[src/inc/keyswitch_pkg.sv]
// Functional notes
// - Keyswitch zone serves one partition only
// - Brief closure while disarmed arms away
// - Closure held past ten seconds arms stay
// - Closure while armed disarms the partition
// - Closure in alarm silences and disarms
// - Next closure clears memory, pulses detector reset
// - Green/red indicators show partition status
// - Keyswitch open/close reported as user 0
// - Tamper alarms or troubles, locks keyswitch out
// - Tamper type 5: trouble disarmed, alarm armed
// - Detector reset output idles high, low on off
// - Sounder mode copies keypad sounds except key beeps
// - Sounder follows chosen partition, select value 2
// - Triggers shared, fire/burglary gated by per-partition enable
// - Fire/burglary triggers latch until off in each partition holding one
// - Silent panic latches, duress pulses once
// - No link traffic until module address enabled
package keyswitch_pkg;
  localparam int NPART = 8; // Partitions
  localparam int NLINK = 32; // Link module address space
  localparam int CLK_HZ = 250000000; // mclk rate
  localparam int HOLD_S = 10; // Stay-arm hold time in seconds
  localparam longint HOLD_CYC_DEF = longint'(HOLD_S) * CLK_HZ; // Too big for a signed int
  localparam int DEB_MS = 20; // Debounce time in ms
  localparam int DEB_CYC = DEB_MS * (CLK_HZ / 1000); // Debounce in cycles
  localparam int SLOW_FLASH_DEF = CLK_HZ / 2; // Half period of slow flash
  localparam int FAST_FLASH_DEF = CLK_HZ / 8; // Half period of rapid flash
  localparam int RST_PULSE_DEF = CLK_HZ * 4; // Detector reset pulse
  localparam logic [2:0] TAMPER_RESP_DAYNIGHT = 3'h5; // Day trouble / night alarm
  localparam logic [1:0] AUX_SEL_RESET = 2'h1; // Output used for detector reset
  localparam logic [1:0] AUX_SEL_SOUNDER = 2'h2; // Output mirrors keypad sounder
  localparam logic [4:0] LINK_ADDR_MIN = 5'h01; // Lowest link module address
  localparam logic [4:0] LINK_ADDR_MAX = 5'h1E; // Highest link module address
  // Avalon register byte addresses
  localparam logic [5:0] A_CTRL = 6'h00; // Aux select, sounder partition, open/close reporting, tamper type
  localparam logic [5:0] A_TRIG_EN = 6'h04; // Per-partition trigger enable
  localparam logic [5:0] A_LINK_EN = 6'h08; // Enabled link module addresses
  localparam logic [5:0] A_ALARM = 6'h0C; // Write: alarm events, read: trigger state
  localparam logic [5:0] A_STATUS = 6'h10; // Arm state, alarm, silenced, memory, tamper lockout
  localparam logic [5:0] A_IRQ_ST = 6'h14; // Sticky events, write one to clear
  localparam logic [5:0] A_IRQ_MASK = 6'h18; // Interrupt mask
  localparam logic [5:0] A_KEYPAD = 6'h1C; // Keypad off entries per partition, code plus off strobe
  // Interrupt status bits
  localparam int EV_OPEN = 0; // Keyswitch disarm report
  localparam int EV_CLOSE = 1; // Keyswitch arm report
  localparam int EV_TAMPER_ALARM = 2; // Tamper alarm
  localparam int EV_TAMPER_TRBL = 3; // Tamper trouble
  localparam int EV_SILENCE = 4; // Alarm silenced
  localparam int NEV = 5; // Event count
  typedef enum logic [1:0] {
    ARM_OFF = 2'b00,
    ARM_AWAY = 2'b01,
    ARM_STAY = 2'b10
  } arm_t;
endpackage

[src/hdl/keyswitch_ctrl.sv]
// Chosen here: the placing of the registers and the Avalon-MM register port.
`timescale 1ns/1ps
// Keyswitch arming, status LEDs, aux output and alarm triggers
module keyswitch_ctrl
  import keyswitch_pkg::*;
#(
  parameter int DEB = DEB_CYC, // Debounce length in cycles
  parameter longint HOLD_CYC = HOLD_CYC_DEF, // Stay-arm hold in cycles
  parameter int SLOW_FLASH = SLOW_FLASH_DEF, // Slow flash half period
  parameter int FAST_FLASH = FAST_FLASH_DEF, // Rapid flash half period
  parameter int RST_PULSE = RST_PULSE_DEF // Detector reset pulse length
) (
  input wire logic mclk, // Clock, 250 MHz
  input wire logic rst_b, // Sync reset, active low
  input wire logic [5:0] avs_address, // Byte address
  input wire logic avs_read, // Read request
  input wire logic avs_write, // Write request
  input wire logic [31:0] avs_writedata, // Write data
  input wire logic [3:0] avs_byteenable, // Byte enables
  output logic [31:0] avs_readdata, // Read data
  output logic avs_waitrequest, // Stall
  output logic irq, // Level interrupt
  input wire logic keyswitch_in, // Keyswitch zone contact, high shorted
  input wire logic tamper_in, // Tamper zone, high when open
  input wire logic part_ready, // Keyswitch partition ready to arm
  input wire logic [NPART-1:0] keypad_sound, // Keypad sounder per partition
  input wire logic [NPART-1:0] keypad_beep, // Key acknowledge beep per partition
  output logic led_green, // Green indicator
  output logic led_red, // Red indicator
  output logic aux_out, // General-purpose output
  output logic detector_reset_b, // Two-wire detector power, low resets
  output logic trig_fire, // Fire trigger
  output logic trig_burg, // Burglary / audible panic trigger
  output logic trig_silent, // Silent panic / duress trigger
  output logic [NLINK-1:0] link_module_en // Link module addresses allowed
);
  import keyswitch_pkg::*;

  typedef struct packed {
    logic [1:0] aux_sel; // Aux output mode
    logic [2:0] snd_part; // Partition the sounder follows
    logic oc_rpt_en; // Open/close reporting enable
    logic [2:0] tamper_resp; // Tamper zone response type
    logic [NPART-1:0] trig_en; // Trigger enable per partition
    logic [NLINK-1:0] link_en; // Link addresses enabled
    arm_t arm; // Partition arm state
    logic alarm; // Alarm active on keyswitch partition
    logic silenced; // Alarm silenced, memory kept
    logic memory; // Alarm memory shown
    logic lockout; // Keyswitch disabled by tamper
    logic tmp_s1; // Tamper sync one
    logic tmp_s2; // Tamper sync two
    logic tmp_d; // Tamper previous level
    logic [NPART-1:0] fire_p; // Fire pending per partition
    logic [NPART-1:0] burg_p; // Burglary pending per partition
    logic silent; // Silent panic latched
    logic duress; // Duress pulse
    logic [NEV-1:0] ev; // Sticky events
    logic [NEV-1:0] mask; // Interrupt mask
    logic [31:0] fcnt; // Flash divider
    logic slow; // Slow flash phase
    logic fast; // Rapid flash phase
    logic [31:0] rcnt; // Detector reset pulse counter
    logic [NPART-1:0] snd_s1; // Sounder sync one
    logic [NPART-1:0] snd_s2; // Sounder sync two
    logic [NPART-1:0] bp_s1; // Beep sync one
    logic [NPART-1:0] bp_s2; // Beep sync two
    logic rdy_s1; // Ready sync one
    logic rdy_s2; // Ready sync two
    logic kp_off; // Keypad user code + off seen
    logic [31:0] rdata; // Read data
    logic wait_n; // Answer phase
    logic irq; // Interrupt out
    logic green; // Green LED
    logic red; // Red LED
    logic aux; // Aux output
    logic det_b; // Detector reset
    logic tf; // Fire trigger
    logic tb; // Burglary trigger
    logic ts; // Silent trigger
  } st_t;
  st_t s, next_s;

  logic brief; // Brief closure pulse
  logic held; // Held closure pulse

  // Zone dedicated to the keyswitch; no protection logic reads it
  closure_classifier #(
    .DEB(DEB),
    .HOLD_CYC(HOLD_CYC)
  ) u_cls (
    .mclk(mclk),
    .rst_b(rst_b),
    .contact_raw(keyswitch_in),
    .brief(brief),
    .held(held)
  );

  logic wr; // Write accepted this cycle
  logic rd; // Read first seen this cycle
  assign wr = avs_write && s.wait_n;
  // Data is registered with the answer, so it stands while waitrequest is low
  assign rd = avs_read && !s.wait_n;

  // Whole block next state
  always_comb begin
    logic [NEV-1:0] set; // Events this cycle
    logic [31:0] wd; // Write data masked by lanes
    logic kp_off; // Off entry strobe this cycle
    logic [NPART-1:0] fire_set; // New fire alarms
    logic [NPART-1:0] burg_set; // New burglary alarms
    logic [NPART-1:0] off_set; // Off entries per partition
    logic silent_set; // Silent panic asserted
    logic duress_set; // Duress asserted
    logic [NPART-1:0] snd; // Sounding without key beeps
    set = '0;
    wd = avs_writedata;
    kp_off = 1'b0;
    fire_set = '0;
    burg_set = '0;
    off_set = '0;
    silent_set = 1'b0;
    duress_set = 1'b0;
    snd = '0;
    next_s = s;
    for (int b = 0; b < 4; b++) begin
      if (!avs_byteenable[b]) begin
        wd[b*8 +: 8] = 8'h00;
      end
    end
    // Synchronisers for pins
    next_s.tmp_s1 = tamper_in;
    next_s.tmp_s2 = s.tmp_s1;
    next_s.tmp_d = s.tmp_s2;
    next_s.snd_s1 = keypad_sound;
    next_s.snd_s2 = s.snd_s1;
    next_s.bp_s1 = keypad_beep;
    next_s.bp_s2 = s.bp_s1;
    next_s.rdy_s1 = part_ready;
    next_s.rdy_s2 = s.rdy_s1;
    // Bus: one wait cycle, then answer
    next_s.wait_n = (avs_read || avs_write) && !s.wait_n;
    if (wr) begin
      unique case (avs_address)
        A_CTRL: begin
          next_s.aux_sel = wd[1:0];
          next_s.snd_part = wd[6:4];
          next_s.oc_rpt_en = wd[8];
          next_s.tamper_resp = wd[14:12];
        end
        A_TRIG_EN: next_s.trig_en = wd[NPART-1:0];
        A_LINK_EN: begin
          next_s.link_en = wd;
          next_s.link_en[0] = 1'b0;
          next_s.link_en[31] = 1'b0;
        end
        A_ALARM: begin
          fire_set = wd[7:0];
          burg_set = wd[15:8];
          silent_set = wd[16];
          duress_set = wd[17];
          next_s.alarm = s.alarm || wd[24];
        end
        A_IRQ_MASK: next_s.mask = wd[NEV-1:0];
        A_KEYPAD: begin
          off_set = wd[7:0];
          kp_off = wd[8];
        end
        default: begin
        end
      endcase
    end
    // Keyswitch commands, ignored under tamper lockout
    if (!s.lockout && (brief || held)) begin
      if (s.alarm) begin
        next_s.alarm = 1'b0;
        next_s.silenced = 1'b1;
        next_s.memory = 1'b1;
        set[EV_SILENCE] = 1'b1;
        if (s.arm != ARM_OFF) begin
          next_s.arm = ARM_OFF;
          set[EV_OPEN] = s.oc_rpt_en;
        end
      end else if (s.silenced || s.memory) begin
        next_s.silenced = 1'b0;
        next_s.memory = 1'b0;
        next_s.rcnt = 32'(RST_PULSE);
      end else if (s.arm != ARM_OFF) begin
        next_s.arm = ARM_OFF;
        set[EV_OPEN] = s.oc_rpt_en;
      end else if (held) begin
        next_s.arm = ARM_STAY;
        set[EV_CLOSE] = s.oc_rpt_en;
      end else begin
        next_s.arm = ARM_AWAY;
        set[EV_CLOSE] = s.oc_rpt_en;
      end
    end
    // Tamper opening raises alarm or trouble
    if (s.tmp_s2 && !s.tmp_d) begin
      next_s.lockout = 1'b1;
      if (s.tamper_resp == TAMPER_RESP_DAYNIGHT && s.arm == ARM_OFF) begin
        set[EV_TAMPER_TRBL] = 1'b1;
      end else begin
        set[EV_TAMPER_ALARM] = 1'b1;
        next_s.alarm = 1'b1;
      end
    end else if (s.lockout && !s.tmp_s2 && next_s.arm == ARM_OFF) begin
      next_s.lockout = 1'b0;
    end
    // Triggers: fire/burglary latch per partition, clear by off in that partition
    next_s.fire_p = (s.fire_p & ~off_set) | (fire_set & s.trig_en);
    next_s.burg_p = (s.burg_p & ~off_set) | (burg_set & s.trig_en);
    next_s.silent = s.silent || silent_set;
    next_s.duress = duress_set;
    next_s.tf = |next_s.fire_p;
    next_s.tb = |next_s.burg_p;
    next_s.ts = next_s.silent || next_s.duress;
    // Flash generator
    if (s.fcnt >= 32'(SLOW_FLASH - 1)) begin
      next_s.fcnt = '0;
      next_s.slow = !s.slow;
    end else begin
      next_s.fcnt = s.fcnt + 32'h1;
    end
    if ((s.fcnt % 32'(FAST_FLASH)) == 32'(FAST_FLASH - 1)) begin
      next_s.fast = !s.fast;
    end
    // Indicators
    next_s.green = (s.arm == ARM_OFF) && !s.memory && s.rdy_s2;
    if (s.memory) begin
      next_s.red = s.fast;
    end else begin
      unique case (s.arm)
        ARM_AWAY: next_s.red = 1'b1;
        ARM_STAY: next_s.red = s.slow;
        default: next_s.red = 1'b0;
      endcase
    end
    // Detector reset pulse
    if (s.rcnt != '0) begin
      next_s.rcnt = s.rcnt - 32'h1;
    end
    next_s.det_b = (next_s.rcnt == '0);
    // General-purpose output
    snd = s.snd_s2 & ~s.bp_s2;
    if (kp_off) begin
      next_s.kp_off = 1'b1;
    end else if (!wr) begin
      next_s.kp_off = 1'b0;
    end
    if (s.aux_sel == AUX_SEL_SOUNDER) begin
      next_s.aux = snd[s.snd_part];
    end else if (s.aux_sel == AUX_SEL_RESET) begin
      next_s.aux = !s.kp_off;
    end else begin
      next_s.aux = 1'b0;
    end
    // Sticky events, set wins over clear
    next_s.ev = s.ev;
    if (wr && avs_address == A_IRQ_ST) begin
      next_s.ev = s.ev & ~wd[NEV-1:0];
    end
    next_s.ev = next_s.ev | set;
    next_s.irq = |(next_s.ev & next_s.mask);
    // Read data
    next_s.rdata = '0;
    if (rd) begin
      unique case (avs_address)
        A_CTRL: next_s.rdata = {17'h00000, s.tamper_resp, 3'h0, s.oc_rpt_en, 1'b0,
          s.snd_part, 2'h0, s.aux_sel};
        A_TRIG_EN: next_s.rdata = {24'h000000, s.trig_en};
        A_LINK_EN: next_s.rdata = s.link_en;
        A_ALARM: next_s.rdata = {29'h00000000, s.ts, s.tb, s.tf};
        A_STATUS: next_s.rdata = {24'h000000, s.lockout, s.memory, s.silenced,
          s.alarm, 2'h0, s.arm};
        A_IRQ_ST: next_s.rdata = {27'h0000000, s.ev};
        A_IRQ_MASK: next_s.rdata = {27'h0000000, s.mask};
        default: next_s.rdata = '0;
      endcase
    end
  end

  // State register
  always_ff @(posedge mclk) begin
    if (!rst_b) begin
      s <= '0;
      s.det_b <= 1'b1;
      s.aux <= 1'b0;
    end else begin
      s <= next_s;
    end
  end

  // Outputs from flops
  assign avs_readdata = s.rdata;
  assign avs_waitrequest = !s.wait_n;
  assign irq = s.irq;
  assign led_green = s.green;
  assign led_red = s.red;
  assign aux_out = s.aux;
  assign detector_reset_b = s.det_b;
  assign trig_fire = s.tf;
  assign trig_burg = s.tb;
  assign trig_silent = s.ts;
  assign link_module_en = s.link_en;

  // Brief closure when idle arms away
  property p_away;
    @(posedge mclk) disable iff (!rst_b)
      (brief && !s.lockout && !s.alarm && !s.silenced && !s.memory && s.arm == ARM_OFF)
      |=> s.arm == ARM_AWAY;
  endproperty
  a_away: assert property (p_away) else $error("brief closure did not arm away");

  // Held closure when idle arms stay
  property p_stay;
    @(posedge mclk) disable iff (!rst_b)
      (held && !s.lockout && !s.alarm && !s.silenced && !s.memory && s.arm == ARM_OFF)
      |=> s.arm == ARM_STAY;
  endproperty
  a_stay: assert property (p_stay) else $error("held closure did not arm stay");

  // Closure when armed disarms
  property p_disarm;
    @(posedge mclk) disable iff (!rst_b)
      ((brief || held) && !s.lockout && s.arm != ARM_OFF) |=> s.arm == ARM_OFF;
  endproperty
  a_disarm: assert property (p_disarm) else $error("closure did not disarm");

  // Alarm closure silences
  property p_silence;
    @(posedge mclk) disable iff (!rst_b)
      ((brief || held) && !s.lockout && s.alarm) |=> (s.silenced && !s.alarm);
  endproperty
  a_silence: assert property (p_silence) else $error("alarm not silenced");

  // Lockout blocks arming
  property p_lock;
    @(posedge mclk) disable iff (!rst_b)
      (s.lockout && s.arm == ARM_OFF && !$past(wr)) |=> s.arm == ARM_OFF;
  endproperty
  a_lock: assert property (p_lock) else $error("keyswitch acted under lockout");

  // Away shows steady red after two cycles
  property p_led;
    @(posedge mclk) disable iff (!rst_b)
      (s.arm == ARM_AWAY && !s.memory)[*2] |=> (led_red && !led_green);
  endproperty
  a_led: assert property (p_led) else $error("away indication wrong");

  // Fire trigger holds without off entry
  property p_fire;
    @(posedge mclk) disable iff (!rst_b)
      (trig_fire && !(wr && avs_address == A_KEYPAD)) |=> trig_fire;
  endproperty
  a_fire: assert property (p_fire) else $error("fire trigger dropped early");

  // Duress pulse lasts one cycle
  property p_duress;
    @(posedge mclk) disable iff (!rst_b)
      (s.duress && !s.silent) |=> (!s.duress || $past(wr));
  endproperty
  a_duress: assert property (p_duress) else $error("duress pulse too long");
endmodule // keyswitch_ctrl

[src/hdl/closure_classifier.sv]
`timescale 1ns/1ps
// Debounced contact closure, sorted into brief or held
module closure_classifier
  import keyswitch_pkg::*;
#(
  parameter int DEB = DEB_CYC, // Debounce length, shortened in sim
  parameter longint HOLD_CYC = HOLD_CYC_DEF // Hold threshold, shortened in sim
) (
  input wire logic mclk, // Clock
  input wire logic rst_b, // Sync reset, active low
  input wire logic contact_raw, // Contact pin, high when shorted
  output logic brief, // Pulse: brief closure ended
  output logic held // Pulse: hold time reached
);
  import keyswitch_pkg::*;
  typedef struct packed {
    logic s1; // Sync stage one
    logic s2; // Sync stage two
    logic deb; // Debounced level
    logic [31:0] dcnt; // Debounce counter
    logic [31:0] hcnt; // Hold counter
    logic done; // Closure already classified as held
    logic brief; // Brief pulse
    logic held; // Held pulse
  } st_t;
  st_t s, next_s;

  // Debounce, then time the closure
  always_comb begin
    next_s = s;
    next_s.s1 = contact_raw;
    next_s.s2 = s.s1;
    next_s.brief = 1'b0;
    next_s.held = 1'b0;
    if (s.s2 != s.deb) begin
      // Level must hold steady to be believed
      if (s.dcnt >= 32'(DEB - 1)) begin
        next_s.deb = s.s2;
        next_s.dcnt = '0;
      end else begin
        next_s.dcnt = s.dcnt + 32'h1;
      end
    end else begin
      next_s.dcnt = '0;
    end
    if (s.deb) begin
      if (!s.done) begin
        if (s.hcnt >= 32'(HOLD_CYC - 1)) begin
          next_s.held = 1'b1;
          next_s.done = 1'b1;
        end else begin
          next_s.hcnt = s.hcnt + 32'h1;
        end
      end
      if (next_s.deb == 1'b0) begin
        // Release before hold expiry counts as brief
        next_s.brief = !s.done && !next_s.held;
        next_s.hcnt = '0;
        next_s.done = 1'b0;
      end
    end
  end

  // State register
  always_ff @(posedge mclk) begin
    if (!rst_b) begin
      s <= '0;
    end else begin
      s <= next_s;
    end
  end

  assign brief = s.brief;
  assign held = s.held;
endmodule // closure_classifier

[config.mk]
export PLATFORM = sky130hd
export DESIGN_NAME = keyswitch_ctrl
export DESIGN_NICKNAME = d
export VERILOG_FILES = /design/src/inc/keyswitch_pkg.sv /design/src/hdl/keyswitch_ctrl.sv /design/src/hdl/closure_classifier.sv
export SDC_FILE = /design/constraint.sdc
export NUM_CORES = 1
export LEC_CHECK = 0
export BUFFER_PORTS_ARGS = -buffer_cell sky130_fd_sc_hd__buf_4
export CORE_ASPECT_RATIO = 1.5
export CORE_MARGIN = 8
export CORE_UTILIZATION = 35
export DETAILED_ROUTE_END_ITERATION = 7
export GPL_ROUTABILITY_DRIVEN = 0
export PLACE_DENSITY = 0.54
export SLEW_MARGIN = 10
export SYNTH_ARGS = -nofsm -noshare
export SYNTH_HDL_FRONTEND = slang
export SYNTH_HIERARCHICAL = 1
export SYNTH_SLANG_ARGS = --single-unit
export TNS_END_PERCENT = 30
[constraint.sdc]
create_clock -name mclk -period 18.5 [get_ports mclk]
set_clock_uncertainty 0.2 [all_clocks]
set_input_delay 0.925 -clock mclk [delete_from_list [all_inputs] [get_ports mclk]]
set_output_delay 0.925 -clock mclk [all_outputs]
set_load 0.01 [all_outputs]
; ---- Word-level counts from Yosys, hierarchy flattened
; Cells that the tools add are included.
[classes]
n_addsub = 4
div_mod_pow = 1
order_cmp = 4
eq_ne = 17
muxes = 66
bitwise = 16
n_reduce_logical = 49
[ops]
columns = operator, n
row1 = 31-bit case mux with 7 select lines, 1
row2 = 32-bit two-way mux, 5
row3 = 32-bit by 1-bit adder with 32-bit output (second input constant), 3
row4 = 8-bit two-way mux, 9
row5 = 8-bit AND, 5
row6 = 34-bit two-way mux, 1
row7 = 33-bit two-way mux, 1
row8 = 32-bit by 25-bit == test with 1-bit output (second input constant), 1
row9 = 32-bit by 23-bit greater-or-equal comparator with 1-bit output (second input constant), 1
row10 = 32-bit by 27-bit greater-or-equal comparator with 1-bit output (second input constant), 1
row11 = 32-bit greater-or-equal comparator (second input constant), 1
row12 = 32-bit logical NOT, 1
row13 = 32-bit by 25-bit remainder unit with 32-bit output (second input constant), 1
row14 = 1-bit two-way mux, 32
row15 = 32-bit nonzero test, 1
row16 = 32-bit by 1-bit subtractor with 32-bit output (second input constant), 1
row17 = 6-bit by 5-bit == test with 1-bit output (second input constant), 4
row18 = 2-bit two-way mux, 10
row19 = 5-bit two-way mux, 4
row20 = 8-bit inverter, 2
row21 = 8-bit OR, 2
row22 = 8-bit OR reduction, 2
row23 = 6-bit by 4-bit == test with 1-bit output (second input constant), 2
row24 = 1-bit logical AND, 12
row25 = 25 further kinds, 54
[totals]
regBits = 295
input_bits = 65
output_inout_bits = 73
elab_cells = 205

; ---- Depth between registers and ports, before layout
[depth]
depth_word = 10
ltp_mapped = 47

; ---- Hierarchy
; Netlist, hierarchy kept.
[by_module_without_submodules]
columns = module, instances, cells_each, area_each_um2
row1 = keyswitch_ctrl, 1, 2288, 17324.1
row2 = closure_classifier, 1, 390, 3449.6

; ---- Worst setup path after synthesis
; Ideal clock, no wire load.
[synth_timing]
path_type = reg2reg
from = reg s[128] in the netlist's numbering
to = reg s[108] in the netlist's numbering
setup_ps = 70
t_arrival_ps = 9969
path_slack_ps = 8261
path_stages_with_launch = 41
path_buffers = 4
cell_sequence = dfxtp_1 -> buf_4 -> nor3_2 -> a211oi_2 -> a21oi_2 -> nor3_2 -> nor3_4 -> o21ai_2 -> and3_1 -> o311a_1 -> or3_1 -> buf_4 -> or3_4 -> or3b_1 -> o221ai_2 -> nand4_2 -> or3_1 -> buf_2 -> [... 5 more ...] -> a31oi_2 -> nand4_2 -> or3_4 -> buf_6 -> a211o_1 -> a21bo_1 -> a2111oi_0 -> and4_2 -> a211oi_4 -> or4_4 -> xor2_1 -> a21oi_1 -> a221oi_4 -> mux2_1 -> o2bb2ai_1 -> o211ai_1 -> or4_1 -> a21oi_1
[synth_via]
elab_chain_len = 2
[synth_rtl]
columns = item, line
row1 = from (decl), keyswitch_ctrl.sv:82  ; st_t s, next_s;
row2 = from (signal assigned), keyswitch_ctrl.sv:291  ; s <= next_s;
row3 = 32-bit by 25-bit remainder unit with 32-bit output, keyswitch_ctrl.sv:226  ; if ((s.fcnt % 32'(FAST_FLASH)) == 32'(FAST_FLASH - 1)) begin
row4 = 32-bit by 25-bit == test with 1-bit output, keyswitch_ctrl.sv:226
; No other way between the ends.
; A chain may end at the register's enable or synchronous reset.

; ---- Final worst setup path
[layout_timing]
from = reg s[123] in the netlist's numbering
to = reg s[108] in the netlist's numbering
; Same word-level chain as after synthesis.

==> metrics.txt <==
outcome=finished clean; Max Root-Sink Buffers=3; first-pass GRT wire length=103,000 um; number of flops mapped to enable cells by yosys=0; CP arrival=15.19 ns; die footprint=67,600 um^2; Async SR Flop Fraction=0%; largest net degree at the start of global routing=63; PD cells=101 nW/um^2; first drt pass iteration count=5; all-layer global routing usage=18.0%; Worst setup EP type=flop; final hold vios=0; port bufs=133; Mapped Avg Cell Area=7.76 um^2; Clock Latency Late Sink=0.61 ns; worst-margin pin slew=1.25 ns; Clk pin slew, worst setup/hold paths=0.06 ns; CTS Buf Count=31; Cell Count, Final, Fillers Out=3,464; RSZ-0062 raised after global routing=no; most used flip-flop cell after synthesis=dfxtp_1; # setup viols final=0; Die Span X=215 um; H-tree Lvls=1; CTS tree=done; Max Clk Rate=67.2 MHz; final critical path time including I/O delays and setup=14.88 ns; Placed Instances=3,405; Critical Path RT=18.81 ns; cts repair resizes=0; CTS Hold Bufs=0; fill cell count=6,097; CTS sink count=293; crit path kind=flop to flop; worst min-delay path category=flop to flop; vias in the first global route=19,558; Seq/Total Area, Yosys=28.2%; number of DRC markers in iteration 0=1,357; instance count of the mapped netlist=2,678; remaining antenna violation count after routing=0; Cell Area, Synth=20,800 um^2; I/O pin cnt=138; DRT Wirelength=63,700 um; Die Height=314 um; clk root buf=clkbuf_16; Initial Util=35.3%; #FFs+latches synth=293; Avg WL per Cell=18.4 um; initial antenna violation count=1; Layout Nets=2,735; area added between synthesis and finish=10.6%; total gr overflow=0; DRC=0; CP Max Fanout=32; fin crit share=80.4%; setup TNS=0 ns; via count=19,634; Ys Warns=6; Setup crit start kind=flop; slowest cell delay on critical path=0.96 ns; Slew Viols, Final=0; DPL Wire Length=48,100 um; Peak VDD IR=0.0000736 V; layout cell share with drive strength beyond 1=13.0%; core area=58,800 um^2; max_slew headroom=16.2%; Cell variety after synth=143; Via density=5.67; Post-CTS Setup Bufs=0; Max-Cap Viols=0; slowest CP cell=a211oi_4; Lkg Pwr=8.03 nW; Placement Rows=109
[cell usage after synthesis (9+ instances only)]
cell type  instances  area (um^2)
inv_1             47          176
ha_1               9          113
xnor2_1          119         1040
or3_1             26          163
o211ai_1          38          285
and2_1            97          607
o32ai_1           10         87.6
nor2b_1           11         68.8
and3_1            33          206
buf_2             28          140
o21a_1            13         97.6
a211o_1           15          131
a21o_1            15          113
mux2_2            11          124
or2_2             21          131
o21ai_0           80          400
clkbuf_1          88          330
mux2i_1           36          360
buf_1              9         33.8
o31ai_1           26          195
dfxtp_1          293         5870
nand4_1           66          413
nor2_1           276         1040
a211oi_1          30          225
o211a_1           10          100
a2111oi_0          9         78.8
nor3_2             9         90.1
nand3b_1          15          113
a22oi_1           17          128
nor3_1            83          415
and4_1            10         87.6
a31oi_1           33          206
nor4_1            38          238
xor2_1            52          455
nand2_1          264          991
o22ai_1           10         62.6
nand2b_1          17          106
buf_4             81          608
o21ai_1           13         65.1
nand3_1          165          826
a21oi_1          167          836
[per-layer routing]
layer / GRT usage, % / part of all wire, % / vias to the layer above / routed length [um]
li1: - / - / 9723 / -
met1: 20.1 / 41 / 9315 / 25800
met2: 34.2 / 52 / 451 / 33200
met3: 1.78 / 3.2 / 145 / 2030
met4: 7.91 / 4.1 / 0 / 2620
met5: 0 / 0 / - / 0
[worst paths after layout]
path                   start  cells past startpoint  slack, ns      to
setup reg to reg      s[123]                     36       3.62  s[108]
hold / removal    next_s[49]                      1       0.23   s[49]
hold reg to reg   next_s[49]                      1       0.23   s[49]
setup / recovery      s[123]                     36       3.62  s[108]
[sequential cells by signal, summed over array words and instances (netlist names), 19 cells and up]
signal,cells
avs_readdata,31
link_module_en,30
next_s,19
s,135
u_cls/s,67
[kinds of logic after synthesis]
family          Yosys count  synth area share (%)
compound gates          671                  24.1
xor+xnor                174                  7.44
fa+ha+maj                12                 0.687
buf+inv                 265                  6.72
flops                   293                  28.2
mux                      53                  2.74
other cells               2                0.0362
simple gates           1208                  30.1
[cells in the final DEF, fill, tap and decap left out, drive strengths merged, types with 97 or more instances in the layout]
master,instances
a21oi,173
and2,99
buf,150
dfxtp,293
nand2,265
nand3,168
nor2,276
nor3,97
o21ai,97
xnor2,120
[power breakdown]
group	switching, mW	total (mW)	internal [mW]
Clock	0.289	0.743	0.454
Combinational	0.540	0.864	0.324
Sequential	0.0492	0.719	0.669
Total	0.878	2.33	1.45
[cell type report]
type / count / area [um^2] / share of cell area, %
sequential: 293 / 5870 / 25.5
antenna: 1 / 2.50 / 0.0109
timing repair buffer: 150 / 1130 / 4.90
multi-input combinational: 2135 / 13600 / 59.2
inverter: 50 / 189 / 0.822
clock inverter: 21 / 380 / 1.66
tap: 777 / 972 / 4.23
clock buffer: 37 / 838 / 3.65
[metrics by stage]
stage               area [um^2]  utilization [%]  setup slack, ns  total power, mW  hold slack [ns]
global route              23000             39.1             2.53             2.47            0.240
floorplan                 20800                -             8.26             1.40            0.195
CTS                       23000             39.1             3.75             2.35            0.234
detailed placement        21800             37.0             3.77             1.59            0.220
global placement          21800             37.0             4.02             1.57            0.221
finish                    23000             39.1             3.62             2.33            0.232
[worst max-delay path: cells and delay by family, from the launching register on]
| kind | cells | cell delay, ns |
|---|---|---|
| AO/OA/AOI/OAI | 22 | 8.39 |
| AND/OR/NAND/NOR | 11 | 4.19 |
| multiplexers | 3 | 1.22 |
| flip-flops | 1 | 0.72 |
(Power assumes the default switching activity.)
